--- src/verilog/rx_mode_pkg.sv ---
package rx_mode_pkg;

  // ----------------------------------------
  // Bus and register map
  // ----------------------------------------
  localparam int unsigned AXI_AW = 8;
  localparam int unsigned AXI_DW = 32;
  localparam logic [7:0] IDX_RX_MODE = 8'h23;  // Printed offsets, used as indices
  localparam logic [7:0] IDX_SELFTEST = 8'h24;
  localparam logic [7:0] IDX_ERR_COUNT = 8'h25;
  localparam logic [AXI_AW-1:0] ADDR_RX_MODE = {IDX_RX_MODE[5:0], 2'b00};
  localparam logic [AXI_AW-1:0] ADDR_SELFTEST = {IDX_SELFTEST[5:0], 2'b00};
  localparam logic [AXI_AW-1:0] ADDR_ERR_COUNT = {IDX_ERR_COUNT[5:0], 2'b00};
  localparam logic [1:0] RESP_OKAY = 2'h0;
  localparam logic [1:0] RESP_SLVERR = 2'h2;
  localparam logic [AXI_DW-1:0] DATA_ZERO = 32'h0000_0000;

  // ----------------------------------------
  // Receive mode status field layout
  // ----------------------------------------
  localparam int unsigned RM_RATE_SEL = 6;
  localparam int unsigned RM_AUDIO_AUTO = 5;
  localparam int unsigned RM_BC_FAST = 4;
  localparam int unsigned RM_COAX = 3;
  localparam int unsigned RM_REPEATER = 2;
  localparam logic [7:0] RM_WR_MASK = 8'h78;   // Writable bits 6..3
  localparam logic AUDIO_AUTO_RST = 1'b1;

  // ----------------------------------------
  // Self-test control field layout
  // ----------------------------------------
  localparam int unsigned ST_PAT_HI = 7;
  localparam int unsigned ST_PAT_LO = 6;
  localparam int unsigned ST_OSC_HI = 5;
  localparam int unsigned ST_OSC_LO = 4;
  localparam int unsigned ST_PIN_CFG = 3;
  localparam int unsigned ST_CSRC_HI = 2;
  localparam int unsigned ST_CSRC_LO = 1;
  localparam int unsigned ST_EN = 0;
  localparam logic [7:0] SELFTEST_RST = 8'h08;

  // ----------------------------------------
  // Remote serializer write
  // ----------------------------------------
  localparam logic [7:0] REMOTE_CLK_SRC_REG = 8'h14;
  localparam int unsigned BC_FAST_MBPS = 20;

  // ----------------------------------------
  // Decoded modes
  // ----------------------------------------
  typedef enum logic [1:0] {
    BC_DIV4 = 2'b00,
    BC_DIV2 = 2'b01,
    BC_FAST = 2'b10
  } bc_rate_e;

  typedef enum logic [1:0] {
    PAT_NONE = 2'b00,
    PAT_ALT  = 2'b01,
    PAT_DATA = 2'b10
  } pattern_e;

  typedef enum logic [1:0] {
    OSC_50M  = 2'b00,
    OSC_25M  = 2'b01,
    OSC_10M  = 2'b10,
    OSC_RSVD = 2'b11
  } osc_rate_e;

  typedef enum logic {
    RW_IDLE = 1'b0,
    RW_SEND = 1'b1
  } remote_wr_e;

endpackage : rx_mode_pkg

--- src/verilog/rx_mode_selftest_regs.sv ---
`timescale 1ns/100ps
module rx_mode_selftest_regs
  import rx_mode_pkg::*;
(
  // Clock and reset
  input  wire logic                           i_clk,
  input  wire logic                           i_rst,
  // AXI4-Lite write
  input  wire logic [rx_mode_pkg::AXI_AW-1:0] i_awaddr,
  input  wire logic                           i_awvalid,
  output logic                                o_awready,
  input  wire logic [rx_mode_pkg::AXI_DW-1:0] i_wdata,
  input  wire logic [3:0]                     i_wstrb,
  input  wire logic                           i_wvalid,
  output logic                                o_wready,
  output logic [1:0]                          o_bresp,
  output logic                                o_bvalid,
  input  wire logic                           i_bready,
  // AXI4-Lite read
  input  wire logic [rx_mode_pkg::AXI_AW-1:0] i_araddr,
  input  wire logic                           i_arvalid,
  output logic                                o_arready,
  output logic [rx_mode_pkg::AXI_DW-1:0]      o_rdata,
  output logic [1:0]                          o_rresp,
  output logic                                o_rvalid,
  input  wire logic                           i_rready,
  // Strap: bit0 fast back channel, bit1 coax, bit2 repeater
  input  wire logic [2:0]                     i_config_strap_pin,
  // Received audio mode codes
  input  wire logic                           i_aux_code_valid,
  input  wire logic [1:0]                     i_aux_audio_mode,
  // Self-test pin configuration and status
  input  wire logic                           i_selftest_pin_en,
  input  wire logic                           i_auto_clock_en,
  input  wire logic                           i_link_port_choice,
  input  wire logic [7:0]                     i_err_count_port0,
  input  wire logic [7:0]                     i_err_count_port1,
  // Back channel and receiver setup
  output logic [1:0]                          o_bc_rate,
  output logic                                o_cable_coax,
  output logic                                o_repeater,
  output logic                                o_audio_auto,
  output logic [1:0]                          o_audio_mode,
  // Self-test controls
  output logic [1:0]                          o_pattern,
  output logic [1:0]                          o_osc_rate,
  output logic                                o_selftest_en,
  output logic [1:0]                          o_selftest_clk_src,
  // Remote serializer write request
  output logic                                o_remote_wr_valid,
  output logic [7:0]                          o_remote_wr_addr,
  output logic [7:0]                          o_remote_wr_data,
  input  wire logic                           i_remote_wr_ready
);
  import rx_mode_pkg::*;

  // ----------------------------------------
  // State
  // ----------------------------------------
  // Register images, decoded controls and remote write sequencer
  typedef struct packed {
    logic       rate_sel;
    logic       audio_auto;
    logic       bc_fast;
    logic       coax;
    logic       repeater;
    logic [7:0] selftest;
    logic [1:0] audio_mode;
    logic [1:0] bc_rate;
    logic [1:0] pattern;
    logic [1:0] osc_rate;
    logic       st_en;
    logic       st_en_prev;
    logic [1:0] st_clk_src;
    remote_wr_e rw_state;
    logic [7:0] rw_data;
  } regs_s;

  regs_s st_r;
  regs_s st_nxt;

  // Register-side view of the bus
  logic              wr_en;
  logic [AXI_AW-1:0] wr_addr;
  logic [7:0]        wr_data;
  logic              wr_hit;
  logic [AXI_AW-1:0] rd_addr;
  logic [7:0]        rd_data;
  logic              rd_hit;
  // Read image and effective self-test controls
  logic [7:0]        rx_mode_val;
  logic              st_en_cur;
  logic [1:0]        st_src_cur;

  // ----------------------------------------
  // Bus front end
  // ----------------------------------------
  axil_reg_port u_port (
    .i_clk     (i_clk),
    .i_rst     (i_rst),
    .i_awaddr  (i_awaddr),
    .i_awvalid (i_awvalid),
    .o_awready (o_awready),
    .i_wdata   (i_wdata),
    .i_wstrb   (i_wstrb),
    .i_wvalid  (i_wvalid),
    .o_wready  (o_wready),
    .o_bresp   (o_bresp),
    .o_bvalid  (o_bvalid),
    .i_bready  (i_bready),
    .i_araddr  (i_araddr),
    .i_arvalid (i_arvalid),
    .o_arready (o_arready),
    .o_rdata   (o_rdata),
    .o_rresp   (o_rresp),
    .o_rvalid  (o_rvalid),
    .i_rready  (i_rready),
    .o_wr_en   (wr_en),
    .o_wr_addr (wr_addr),
    .o_wr_data (wr_data),
    .i_wr_hit  (wr_hit),
    .o_rd_addr (rd_addr),
    .i_rd_data (rd_data),
    .i_rd_hit  (rd_hit)
  );

  // ----------------------------------------
  // Address decode and read mux
  // ----------------------------------------
  // Status image, reserved bits held at zero
  always_comb begin
    rx_mode_val = '0;
    rx_mode_val[RM_RATE_SEL]   = st_r.rate_sel;
    rx_mode_val[RM_AUDIO_AUTO] = st_r.audio_auto;
    rx_mode_val[RM_BC_FAST]    = st_r.bc_fast;
    rx_mode_val[RM_COAX]       = st_r.coax;
    rx_mode_val[RM_REPEATER]   = st_r.repeater;
  end

  // Write targets; error count is read-only but still answers OKAY
  always_comb begin
    if (wr_addr == ADDR_RX_MODE) begin
      wr_hit = 1'b1;
    end else if (wr_addr == ADDR_SELFTEST) begin
      wr_hit = 1'b1;
    end else if (wr_addr == ADDR_ERR_COUNT) begin
      wr_hit = 1'b1;
    end else begin
      wr_hit = 1'b0;
    end
  end

  // Read data select
  // Unmapped reads answer SLVERR with zero data
  always_comb begin
    rd_hit  = 1'b1;
    rd_data = '0;
    if (rd_addr == ADDR_RX_MODE) begin
      rd_data = rx_mode_val;
    end else if (rd_addr == ADDR_SELFTEST) begin
      rd_data = st_r.selftest;
    end else if (rd_addr == ADDR_ERR_COUNT) begin
      rd_data = i_link_port_choice ? i_err_count_port1 : i_err_count_port0;
    end else begin
      rd_hit = 1'b0;
    end
  end

  // ----------------------------------------
  // Self-test source selection
  // ----------------------------------------
  // Pin or register bits decide enable; clock source always from register
  assign st_en_cur  = st_r.selftest[ST_PIN_CFG] ? i_selftest_pin_en
                                                : st_r.selftest[ST_EN];
  assign st_src_cur = st_r.selftest[ST_CSRC_HI:ST_CSRC_LO];

  // ----------------------------------------
  // Next state
  // ----------------------------------------
  always_comb begin
    st_nxt = st_r;
    // Register writes; read-only and reserved bits are never stored
    if (wr_en && (wr_addr == ADDR_RX_MODE)) begin
      st_nxt.rate_sel   = wr_data[RM_RATE_SEL];
      st_nxt.audio_auto = wr_data[RM_AUDIO_AUTO];
      st_nxt.bc_fast    = wr_data[RM_BC_FAST];
      st_nxt.coax       = wr_data[RM_COAX];
    end else if (wr_en && (wr_addr == ADDR_SELFTEST)) begin
      st_nxt.selftest = wr_data;
    end

    // Audio mode follows received codes while autodetect is on
    if (st_r.audio_auto && i_aux_code_valid) begin
      st_nxt.audio_mode = i_aux_audio_mode;
    end

    // Back-channel rate: fast bit overrides the divider choice
    if (st_r.bc_fast) begin
      st_nxt.bc_rate = BC_FAST;
    end else if (st_r.rate_sel) begin
      st_nxt.bc_rate = BC_DIV2;
    end else begin
      st_nxt.bc_rate = BC_DIV4;
    end

    // Output pattern from the upper field bits
    if (st_r.selftest[ST_PAT_HI]) begin
      st_nxt.pattern = PAT_DATA;
    end else if (st_r.selftest[ST_PAT_LO]) begin
      st_nxt.pattern = PAT_ALT;
    end else begin
      st_nxt.pattern = PAT_NONE;
    end

    // Oscillator clock code applies only with auto clock on
    // Reserved code passes through; software must not pick it
    if (i_auto_clock_en) begin
      st_nxt.osc_rate = st_r.selftest[ST_OSC_HI:ST_OSC_LO];
    end else begin
      st_nxt.osc_rate = OSC_50M;
    end

    // Enable history feeds the edge detector below
    st_nxt.st_en      = st_en_cur;
    st_nxt.st_clk_src = st_src_cur;
    st_nxt.st_en_prev = st_en_cur;

    // Remote clock source write on enable rising edge
    case (st_r.rw_state)
      RW_IDLE: begin
        // Edge, not level: a held enable sends one write
        if (st_en_cur && !st_r.st_en_prev) begin
          st_nxt.rw_state = RW_SEND;
          st_nxt.rw_data  = {6'h00, st_src_cur};
        end
      end
      RW_SEND: begin
        // Address and data hold until the far end takes them
        if (i_remote_wr_ready) begin
          st_nxt.rw_state = RW_IDLE;
        end
      end
      default: begin
        st_nxt.rw_state = RW_IDLE;
      end
    endcase

    // Synchronous reset loads strap-derived values
    // Straps are read on every reset, so a late strap still lands
    if (i_rst) begin
      st_nxt            = '0;
      st_nxt.audio_auto = AUDIO_AUTO_RST;
      st_nxt.bc_fast    = i_config_strap_pin[0];
      st_nxt.coax       = i_config_strap_pin[1];
      st_nxt.selftest   = SELFTEST_RST;
      st_nxt.rw_state   = RW_IDLE;
    end
    // Repeater bit tracks the strap only at reset, never by software
    if (i_rst) begin
      st_nxt.repeater = i_config_strap_pin[2];
    end
  end

  // State register
  always_ff @(posedge i_clk) begin
    st_r <= st_nxt;
  end

  // ----------------------------------------
  // Outputs
  // ----------------------------------------
  // Link and receiver setup
  assign o_bc_rate          = st_r.bc_rate;
  assign o_cable_coax       = st_r.coax;
  assign o_repeater         = st_r.repeater;
  assign o_audio_auto       = st_r.audio_auto;
  assign o_audio_mode       = st_r.audio_mode;

  // Self-test controls
  assign o_pattern          = st_r.pattern;
  assign o_osc_rate         = st_r.osc_rate;
  assign o_selftest_en      = st_r.st_en;
  assign o_selftest_clk_src = st_r.st_clk_src;

  // Remote clock source write request
  assign o_remote_wr_valid  = (st_r.rw_state == RW_SEND);
  assign o_remote_wr_addr   = REMOTE_CLK_SRC_REG;
  assign o_remote_wr_data   = st_r.rw_data;

endmodule : rx_mode_selftest_regs

--- src/verilog/axil_reg_port.sv ---
`timescale 1ns/100ps
module axil_reg_port
  import rx_mode_pkg::*;
(
  // Clock and reset
  input  wire logic                           i_clk,
  input  wire logic                           i_rst,
  // AXI4-Lite write
  input  wire logic [rx_mode_pkg::AXI_AW-1:0] i_awaddr,
  input  wire logic                           i_awvalid,
  output logic                                o_awready,
  input  wire logic [rx_mode_pkg::AXI_DW-1:0] i_wdata,
  input  wire logic [3:0]                     i_wstrb,
  input  wire logic                           i_wvalid,
  output logic                                o_wready,
  output logic [1:0]                          o_bresp,
  output logic                                o_bvalid,
  input  wire logic                           i_bready,
  // AXI4-Lite read
  input  wire logic [rx_mode_pkg::AXI_AW-1:0] i_araddr,
  input  wire logic                           i_arvalid,
  output logic                                o_arready,
  output logic [rx_mode_pkg::AXI_DW-1:0]      o_rdata,
  output logic [1:0]                          o_rresp,
  output logic                                o_rvalid,
  input  wire logic                           i_rready,
  // Register side
  output logic                                o_wr_en,
  output logic [rx_mode_pkg::AXI_AW-1:0]      o_wr_addr,
  output logic [7:0]                          o_wr_data,
  input  wire logic                           i_wr_hit,
  output logic [rx_mode_pkg::AXI_AW-1:0]      o_rd_addr,
  input  wire logic [7:0]                     i_rd_data,
  input  wire logic                           i_rd_hit
);
  import rx_mode_pkg::*;

  typedef struct packed {
    logic              have_aw;
    logic              have_w;
    logic [AXI_AW-1:0] awaddr;
    logic [7:0]        wdata;
    logic              wlane;
    logic              bvalid;
    logic [1:0]        bresp;
    logic              rvalid;
    logic [1:0]        rresp;
    logic [7:0]        rdata;
  } port_s;

  port_s st_r;
  port_s st_nxt;

  // ----------------------------------------
  // Handshake outputs
  // ----------------------------------------
  assign o_awready = !st_r.have_aw && !st_r.bvalid;
  assign o_wready  = !st_r.have_w && !st_r.bvalid;
  assign o_arready = !st_r.rvalid;
  assign o_bvalid  = st_r.bvalid;
  assign o_bresp   = st_r.bresp;
  assign o_rvalid  = st_r.rvalid;
  assign o_rresp   = st_r.rresp;
  assign o_rdata   = {24'h00_0000, st_r.rdata};
  assign o_rd_addr = i_araddr;
  assign o_wr_addr = st_r.awaddr;
  assign o_wr_data = st_r.wdata;
  // Commit once address and data are both held; only byte lane 0 carries data
  assign o_wr_en   = st_r.have_aw && st_r.have_w && st_r.wlane;

  // Channel tracking
  always_comb begin
    st_nxt = st_r;
    if (o_awready && i_awvalid) begin
      st_nxt.have_aw = 1'b1;
      st_nxt.awaddr  = i_awaddr;
    end
    if (o_wready && i_wvalid) begin
      st_nxt.have_w = 1'b1;
      st_nxt.wdata  = i_wdata[7:0];
      st_nxt.wlane  = i_wstrb[0];
    end
    if (st_r.have_aw && st_r.have_w) begin
      st_nxt.have_aw = 1'b0;
      st_nxt.have_w  = 1'b0;
      st_nxt.bvalid  = 1'b1;
      st_nxt.bresp   = i_wr_hit ? RESP_OKAY : RESP_SLVERR;
    end
    if (st_r.bvalid && i_bready) begin
      st_nxt.bvalid = 1'b0;
    end
    if (st_r.rvalid && i_rready) begin
      st_nxt.rvalid = 1'b0;
    end
    if (o_arready && i_arvalid) begin
      st_nxt.rvalid = 1'b1;
      st_nxt.rdata  = i_rd_data;
      st_nxt.rresp  = i_rd_hit ? RESP_OKAY : RESP_SLVERR;
    end
  end

  // State register
  always_ff @(posedge i_clk) begin
    if (i_rst) begin
      st_r <= '0;
    end else begin
      st_r <= st_nxt;
    end
  end

endmodule : axil_reg_port

--- config.mk ---
export PLATFORM = sky130hd
export DESIGN_NAME = rx_mode_selftest_regs
export DESIGN_NICKNAME = d
export VERILOG_FILES = /design/src/verilog/rx_mode_pkg.sv /design/src/verilog/rx_mode_selftest_regs.sv /design/src/verilog/axil_reg_port.sv
export SDC_FILE = /design/constraint.sdc
export NUM_CORES = 1
export LEC_CHECK = 0
export BUFFER_PORTS_ARGS = -buffer_cell sky130_fd_sc_hd__buf_2
export CORE_MARGIN = 2
export CORE_UTILIZATION = 50
export CTS_CLUSTER_SIZE = 24
export DETAILED_ROUTE_END_ITERATION = 12
export HOLD_SLACK_MARGIN = 0.12
export PLACE_DENSITY = 0.86
export SLEW_MARGIN = 5
export SYNTH_ARGS = -nofsm -noshare
export SYNTH_HDL_FRONTEND = slang
export SYNTH_HIERARCHICAL = 1
export SYNTH_SLANG_ARGS = --single-unit
--- constraint.sdc ---
create_clock -name i_clk -period 5.8 [get_ports i_clk]
set_input_delay 0.29 -clock i_clk [delete_from_list [all_inputs] [get_ports i_clk]]
set_output_delay 0.29 -clock i_clk [all_outputs]
set_load 0.005 [all_outputs]
# Word level (Yosys, flattened, before mapping)
# Index checks and enable logic that the tools add are counted.
# Widths: inputs -> output; s select.
# totals
reg_bits,60
wordCells,92
# op_classes
n_eq_ne,6
muxes,30
bitwise_logic,3
reduce_logical,27
# op_table
cell,count
$mux 8,7
$eq 8x8->1 const B,6
$mux 32,1
$mux 2,7
$logic_and 1x1->1,13
$mux 1,12
$mux 11,1
$reduce_or 2->1,5
$mux 9,1
$logic_not 1->1,5
$reduce_and 2->1,2
$reduce_bool 2->1,2
$not 1->1,3
$pmux 1 s2,1

# Longest topological paths before layout
# Gate-level depths: netlist (run 1).
# depth
word_depth,7
depth_mapped,8
ltp_nobuf,5

# Modules after synthesis
# The synthesis (run 1) kept the hierarchy.
# modules_own_cells
module,instances,cells_each,area_each_um2,seq_area_each_um2
axil_reg_port,1,182,1611.5,620.6
rx_mode_selftest_regs,1,170,1531.5,570.5

# Worst setup path before layout (run 1)
# No wires, ideal clock.
# synth_timing
path_kind,register to register
start,"reg u_port.st_r, in the netlist u_port/o_wr_addr[1]"
end,reg st_r[22] in the netlist's numbering
setup_time_ps,121
arrival_ps,1735
setup_slack_ps,3945
path_stages_with_launch,5
period_less_slack_ps,1855
path_cell_list,dfxtp_1 buf_4 or4_4 nor4_4 mux2_2
# synth_via
elab_chain_cells,4
word_cells_on_any_way,6
# synth_lines
element,line_no,source
from (decl),axil_reg_port.sv:51,port_s st_r;
from (signal assigned),axil_reg_port.sv:107,st_r <= st_nxt;
$eq 8x8->1,rx_mode_selftest_regs.sv:183,if (wr_en && (wr_addr == ADDR_RX_MODE)) begin
$logic_and 1x1->1,rx_mode_selftest_regs.sv:183,
$not 1->1 (no line),n/a,
$reduce_and 2->1 (no line) *,n/a,
to (signal assigned),rx_mode_selftest_regs.sv:266,st_r <= st_nxt;
to (decl),rx_mode_selftest_regs.sv:79,regs_s st_r;
# Mark *: on every way between the ends. The rest lies on a longest branch, timed or not.
# A chain may end at the register's enable or synchronous reset.

# Worst setup path in the final report (run 1)
# layout_timing
start,"reg u_port.st_r, in the netlist u_port/o_wr_addr[1]"
end,reg st_r[28] in the netlist's numbering
# Same word-level chain as after synthesis.

==> run summary, run 1 <==
Startpoint Class: flop
Setup Crit Path Kind: reg -> reg
area of the die: 6940 sq um
WP data required: 6.01 ns
initial antenna violation count: 0
GRT Total Usage: 16.2%
WP data arrival: 2.11 ns
GR Overflow Total: 0
Worst Setup End Kind: flop
Synth area leaders: dfxtp_1 35%, buf_4 21%, mux2i_1 11%, nor2_1 4.4%, a21oi_1 3.7%
die width: 83.3 um
PortBufs: 89
clk_lat worst skew: 0.33 ns
crit share post-route: 32.6%
Slew @ Worst Pin: 0.978 ns
leak pwr: 1.53 nW
RSZ-0062 raised after global routing: false
drt wl/cell: 12.1 um
CTS Buffer Depth: 2
Post-Syn Area: 3140 sq um
final wirelength: 5650 um
GP Congestion: 0.785
total power: 0.000833 W
Period minus WS final: 1.89 ns
outcome: completed
row count: 28
Initial DRC Count: 84
setup violators final: 0
Avg Inst Size Synth: 8.93 sq um
final hold vios: 0
first-pass GRT wire length: 9030 um
Nets: 472
Core Region: 5990 sq um
post-route antenna net violation count: 0
largest net degree at the start of global routing: 67
CTS tree: built
DRC: 0
yosys warns: 6
Seq cells post-synth: 58
fin. max-slew vios: 0
share of the synthesized area in the top cell type: 35.0%
H-tree Lvls: 3
relative slew slack: 34.5%
class of the worst hold path: in -> reg
CTS buffer count: 9
drt pass-1 iters: 4
number of global-route vias before repair: 2005
number of clock sinks: 58
CP max stage delay: 0.57 ns
Yosys cell types: 32
TNS Setup: 0 ns
via count: 2180
DP HPWL: 4280 um
Initial Util: 52.5%
Fin Clk Skew: 0.00682 ns
worst ir drop on vdd: 0.000145 V
Die H: 83.3 um
Syn Inst Count: 352
CP cell instances: or4_4, nor4_4, mux2_2
area growth from synthesis to layout: 3.30%
Pwr per Cell Area: 257 nW/um^2
# resized after CTS: 0
hold buffers post-CTS: 0
Peak Freq: 528 MHz
register area share after synthesis: 37.9%
Max Cap Viol: 0
worst-path fanout max: 6
Worst-path clk slew: 0.06 ns
Yosys top cell by area: dfxtp_1
share of cells above drive strength 1: 29.7%
Ports: 157
Fill cells: 577
Max stage delay cell, worst path: or4_4
setup bufs post-CTS: 0
Antenna diodes: 0
vias per cell: 4.68
Clock Tree Root: clkbuf_8
==> cell type report <==
type	instances	area, sq um	share of cell area [%]
Sequential cell	58	1190	36.7
Clock buffer	11	141	4.35
Timing Repair Buffer	90	453	13.9
Inverter	5	18.8	0.578
Multi-Input combinational cell	223	1330	40.9
Tap cell	75	93.8	2.89
Clock inverter	4	20.0	0.617
==> registers in the layout, summed over array words and instances, names as in the netlist <==
signal	count
st_r	9
u_port/o_rdata	8
u_port/o_wr_addr	8
u_port/o_wr_data	8
u_port/st_r	3
o_audio_mode	2
o_bc_rate	2
o_osc_rate	2
o_pattern	2
o_remote_wr_data	2
o_selftest_clk_src	2
rx_mode_val	2
o_audio_auto	1
o_cable_coax	1
o_remote_wr_valid	1
o_repeater	1
u_port/o_bresp	1
u_port/o_bvalid	1
u_port/o_rresp	1
u_port/o_rvalid	1
==> cell usage in the layout (no fill, tap or decap), types with 3 or more instances in the layout <==
master and count:
and3b_1 3, clkbuf_8 10, nand3b_1 4, nand2b_1 15, dfxtp_1 55, a2111oi_0 3
mux2_2 5, inv_1 5, a21oi_1 23, nor2b_1 8, conb_1 40, nand2_1 28
nor2_1 37, edfxtp_1 3, mux2i_1 33, a211o_1 5, buf_2 89, clkinv_2 4
==> worst paths after layout <==
path	from	endpoint	slack [ns]	cells after the start
worst max-delay path	u_port/o_wr_addr[1]$_SDFFE_PP0P_	st_r[28]$_SDFFE_PP0P_	3.91	3
worst min-delay path	i_awaddr[4]	u_port/o_wr_addr[4]$_SDFFE_PP0P_	0.20	3
worst max register to register	u_port/o_wr_addr[1]$_SDFFE_PP0P_	st_r[28]$_SDFFE_PP0P_	3.91	3
worst min register to register	o_audio_mode[0]$_SDFFE_PP0P_	o_audio_mode[0]$_SDFFE_PP0P_	0.45	2
==> critical path: cells and delay by family (launching register included) <==
family           cells  cell delay (ns)
DFF                  1             0.31
muxes                1             0.40
and+or+nand+nor      2             1.07
==> where the power goes <==
| part | internal [W] | switching, W |
|---|---|---|
| clock network | 0.000161 | 0.000146 |
| logic | 0.0000451 | 0.0000512 |
| registers | 0.000417 | 0.0000119 |
| total | 0.000624 | 0.000210 |
==> cell families (layout without fill, tap and decap cells) <==
group / after synthesis / after routing / synth area share [%]
muxes: 38 / 38 / 12.3
other: 3 / 40 / 0.358
AOI/OAI and AO/OA: 36 / 36 / 7.13
DFF: 58 / 58 / 37.9
buffers and inverters: 108 / 110 / 24.2
and+or+nand+nor: 109 / 109 / 18.1
==> cell usage after synthesis <==
cell / n
a311oi_1: 1
nor3b_2: 2
nor3b_1: 2
a211o_1: 5
clkbuf_1: 9
and3b_1: 3
nand2b_1: 15
nor2b_1: 8
a21oi_1: 23
and3_2: 1
buf_4: 86
mux2i_1: 33
a2111oi_0: 3
buf_1: 1
nor2_1: 37
or2_2: 1
or4_4: 2
nand3b_1: 4
nor3_1: 2
and2_1: 1
mux2_2: 5
dfxtp_1: 55
buf_2: 3
buf_6: 4
o31ai_1: 2
edfxtp_1: 3
nand2_1: 28
conb_1: 3
nand3_1: 2
nor4_4: 1
a211oi_1: 2
inv_1: 5
==> metal layers <==
| layer | vias up | wire [um] | track usage (%) |
|---|---|---|---|
| li1 | 1106 | - | - |
| met1 | 989 | 2330 | 17.9 |
| met2 | 77 | 2890 | 28.5 |
| met3 | 8 | 340 | 4.77 |
| met4 | 0 | 88 | 7.45 |
| met5 | - | 0 | 0 |
==> stage by stage <==
stage          worst slack [ns]  hold WS (ns)  area (sq um)  instances  util (%)
2_1_floorplan              3.94         0.368          3280        389         -
3_3_place_gp               3.91         0.440          3090        451      51.5
3_5_place_dp               3.90         0.446          3090        451      51.5
4_1_cts                    3.88         0.186          3250        466      54.2
5_1_grt                    3.81         0.199          3250        466      54.2
6_report                   3.91         0.197          3250        466      54.2
Power figures use the tool's default switching activity.
==> run 2: changes to the inputs <==
Settings changed: CORE_UTILIZATION 50 to 42, PLACE_DENSITY 0.86 to 0.77.
Clock period 5.8 ns to 1.6 ns, I/O delays scaled along.
==> run 2 against run 1 <==
The run now ends with setup timing left. Maximum frequency rose by 15%. Register-to-register slack got worse by 4.0 ns. Combinational power rose to 4.6 times the previous value. Worst setup slack got worse by 4.0 ns. Cell count rose by 14%.
==> run summary, run 2 (same netlist as run 1, synthesis figures left out) <==
die width: 90.5 um
Antenna diodes: 0
NetSw: 0.000800 W
initial antenna violation count: 0
worst-path fanout max: 4
PortBufs: 89
GRT Total Usage: 15.6%
fin. max-slew vios: 0
vias per cell: 4.46
Peak Freq: 607 MHz
final hold vios: 0
leak pwr: 1.74 nW
worst ir drop on vdd: 0.000487 V
area growth from synthesis to layout: 19.9%
RSZ-0062 raised after global routing: true
Max Cap Viol: 0
Clock Tree Root: clkbuf_8
register area: 1190 sq um
CTS tree: built
DP HPWL: 4700 um
met3 wire length: 450 um
class of the worst hold path: in -> reg
commonest cells after routing, fill and taps aside: 89 x buf_2, 54 x dfxtp_1, 40 x conb_1, 37 x nor2_1, 33 x mux2i_1
CTS Buffer Depth: 2
crit share post-route: 103%
WHS: 0.227 ns
Multi-input gate area: 1340 sq um
WP data arrival: 1.86 ns
Clock Power Share: 44.7%
GP Congestion: 0.768
M1 wire length: 2530 um
DRC: 0
share of cells above drive strength 1: 30.0%
Place WS: -0.119 ns
final wirelength: 6290 um
via count: 2377
Net Sw Frac: 22.2%
Period minus WS final: 1.65 ns
commonest non-fill, non-tap cell in the layout: buf_2
GR Overflow Total: 0
WP data required: 1.82 ns
Initial DRC Count: 73
Nets: 514
part of the power in registers: 43.1%
Initial Util: 43.3%
fin worst setup slack: -0.0469 ns
Comb pwr share: 12.2%
drt pass-1 iters: 4
first-pass GRT wire length: 10200 um
CTS buffer count: 9
max FFs per register: 9
P_int: 0.00280 W
row count: 31
Worst Setup End Kind: flop
Fin Clk Skew: 0.00739 ns
Startpoint Class: flop
outcome: complete, but fails checks
H-tree Lvls: 3
TNS Setup: -0.0913 ns
Die H: 90.5 um
Worst-path clk slew: 0.07 ns
failing checks: setup timing
Fill cells: 696
Most flops, register: st_r
clk_lat worst skew: 0.33 ns
Pwr per Cell Area: 955 nW/um^2
post-layout util: 52.0%
DR top layer: met4
post-route antenna net violation count: 0
drt wl/cell: 11.8 um
Ports: 157
Met2 Wirelength: 3280 um
number of global-route vias before repair: 2294
largest net degree at the start of global routing: 24
Setup Crit Path Kind: reg -> reg
area of the die: 8190 sq um
number of clock sinks: 58
setup violators final: 3
Core Region: 7250 sq um
run 2: changes by cell type in the layout (fill, tap and decap cells not counted), moves of 2 or more:
cell / before / now
dlygate4sd3_1: 0 / 31
buf_4: 1 / 12
clkinv_2: 4 / 0
bufinv_16: 0 / 2
mux2_2: 5 / 3
mux2_4: 0 / 2
run 2: path summary, 6_finish.rpt:
check                                                       from                              to  slack (ns)  depth (start not counted)
worst max-delay path            u_port/o_wr_addr[1]$_SDFFE_PP0P_           st_r[28]$_SDFFE_PP0P_       -0.05                          4
worst min-delay path                        i_err_count_port0[1]  u_port/o_rdata[1]$_SDFFE_PP0P_        0.23                          5
worst max register to register  u_port/o_wr_addr[1]$_SDFFE_PP0P_           st_r[28]$_SDFFE_PP0P_       -0.05                          4
worst min register to register    u_port/o_rdata[0]$_SDFFE_PP0P_  u_port/o_rdata[0]$_SDFFE_PP0P_        0.45                          2
run 2: stage by stage:
| stage | instances | cell area, sq um | total power [W] |
|---|---|---|---|
| after detailed placement | 485 | 3190 | 0.00196 |
| after floorplan | 389 | 3290 | 0.00196 |
| final | 533 | 3770 | 0.00360 |
| after global routing | 533 | 3770 | 0.00379 |
| after global placement | 485 | 3190 | 0.00195 |
| after CTS | 532 | 3750 | 0.00366 |
run 2: per-layer routing:
| metal | vias up | track usage, % |
|---|---|---|
| li1 | 1186 | - |
| met4 | 0 | 4.23 |
| met2 | 101 | 28.7 |
| met3 | 4 | 6.09 |
| met1 | 1086 | 16.4 |
| met5 | - | 0 |
run 2: worst max-delay path, stage by stage (launching register included):
cell and delay (ns):
dfxtp_2 0.32, or4_4 0.57, nor4_4 0.15, buf_4 0.18, mux2_2 0.32
run 2: area by class of cell:
type	count	area share [%]
multi-input combinational	223	35.6
sequential	58	31.6
timing repair buffer	132	22.4
clock buffer	13	4.78
tap	99	3.29
clock inverter	3	1.79
inverter	5	0.498
run 2: power groups by stage:
stage               combinational, W  sequential [W]  clock (W)
finish                      0.000439         0.00155    0.00161
global route                0.000490         0.00156    0.00174
CTS                         0.000438         0.00155    0.00167
detailed placement          0.000380         0.00158          0
global placement            0.000369         0.00158          0
floorplan                   0.000385         0.00157          0
run 2: what timing repair did:
| item | CTS | global route |
|---|---|---|
| pin swaps | 2 | 0 |
| endpoints found under the hold margin | 28 | 0 |
| buffers inserted | 0 | 1 |
| endpoints found under the setup margin | 11 | 12 |
| gates resized for setup | 0 | 3 |
| hold buffers | 31 | 0 |
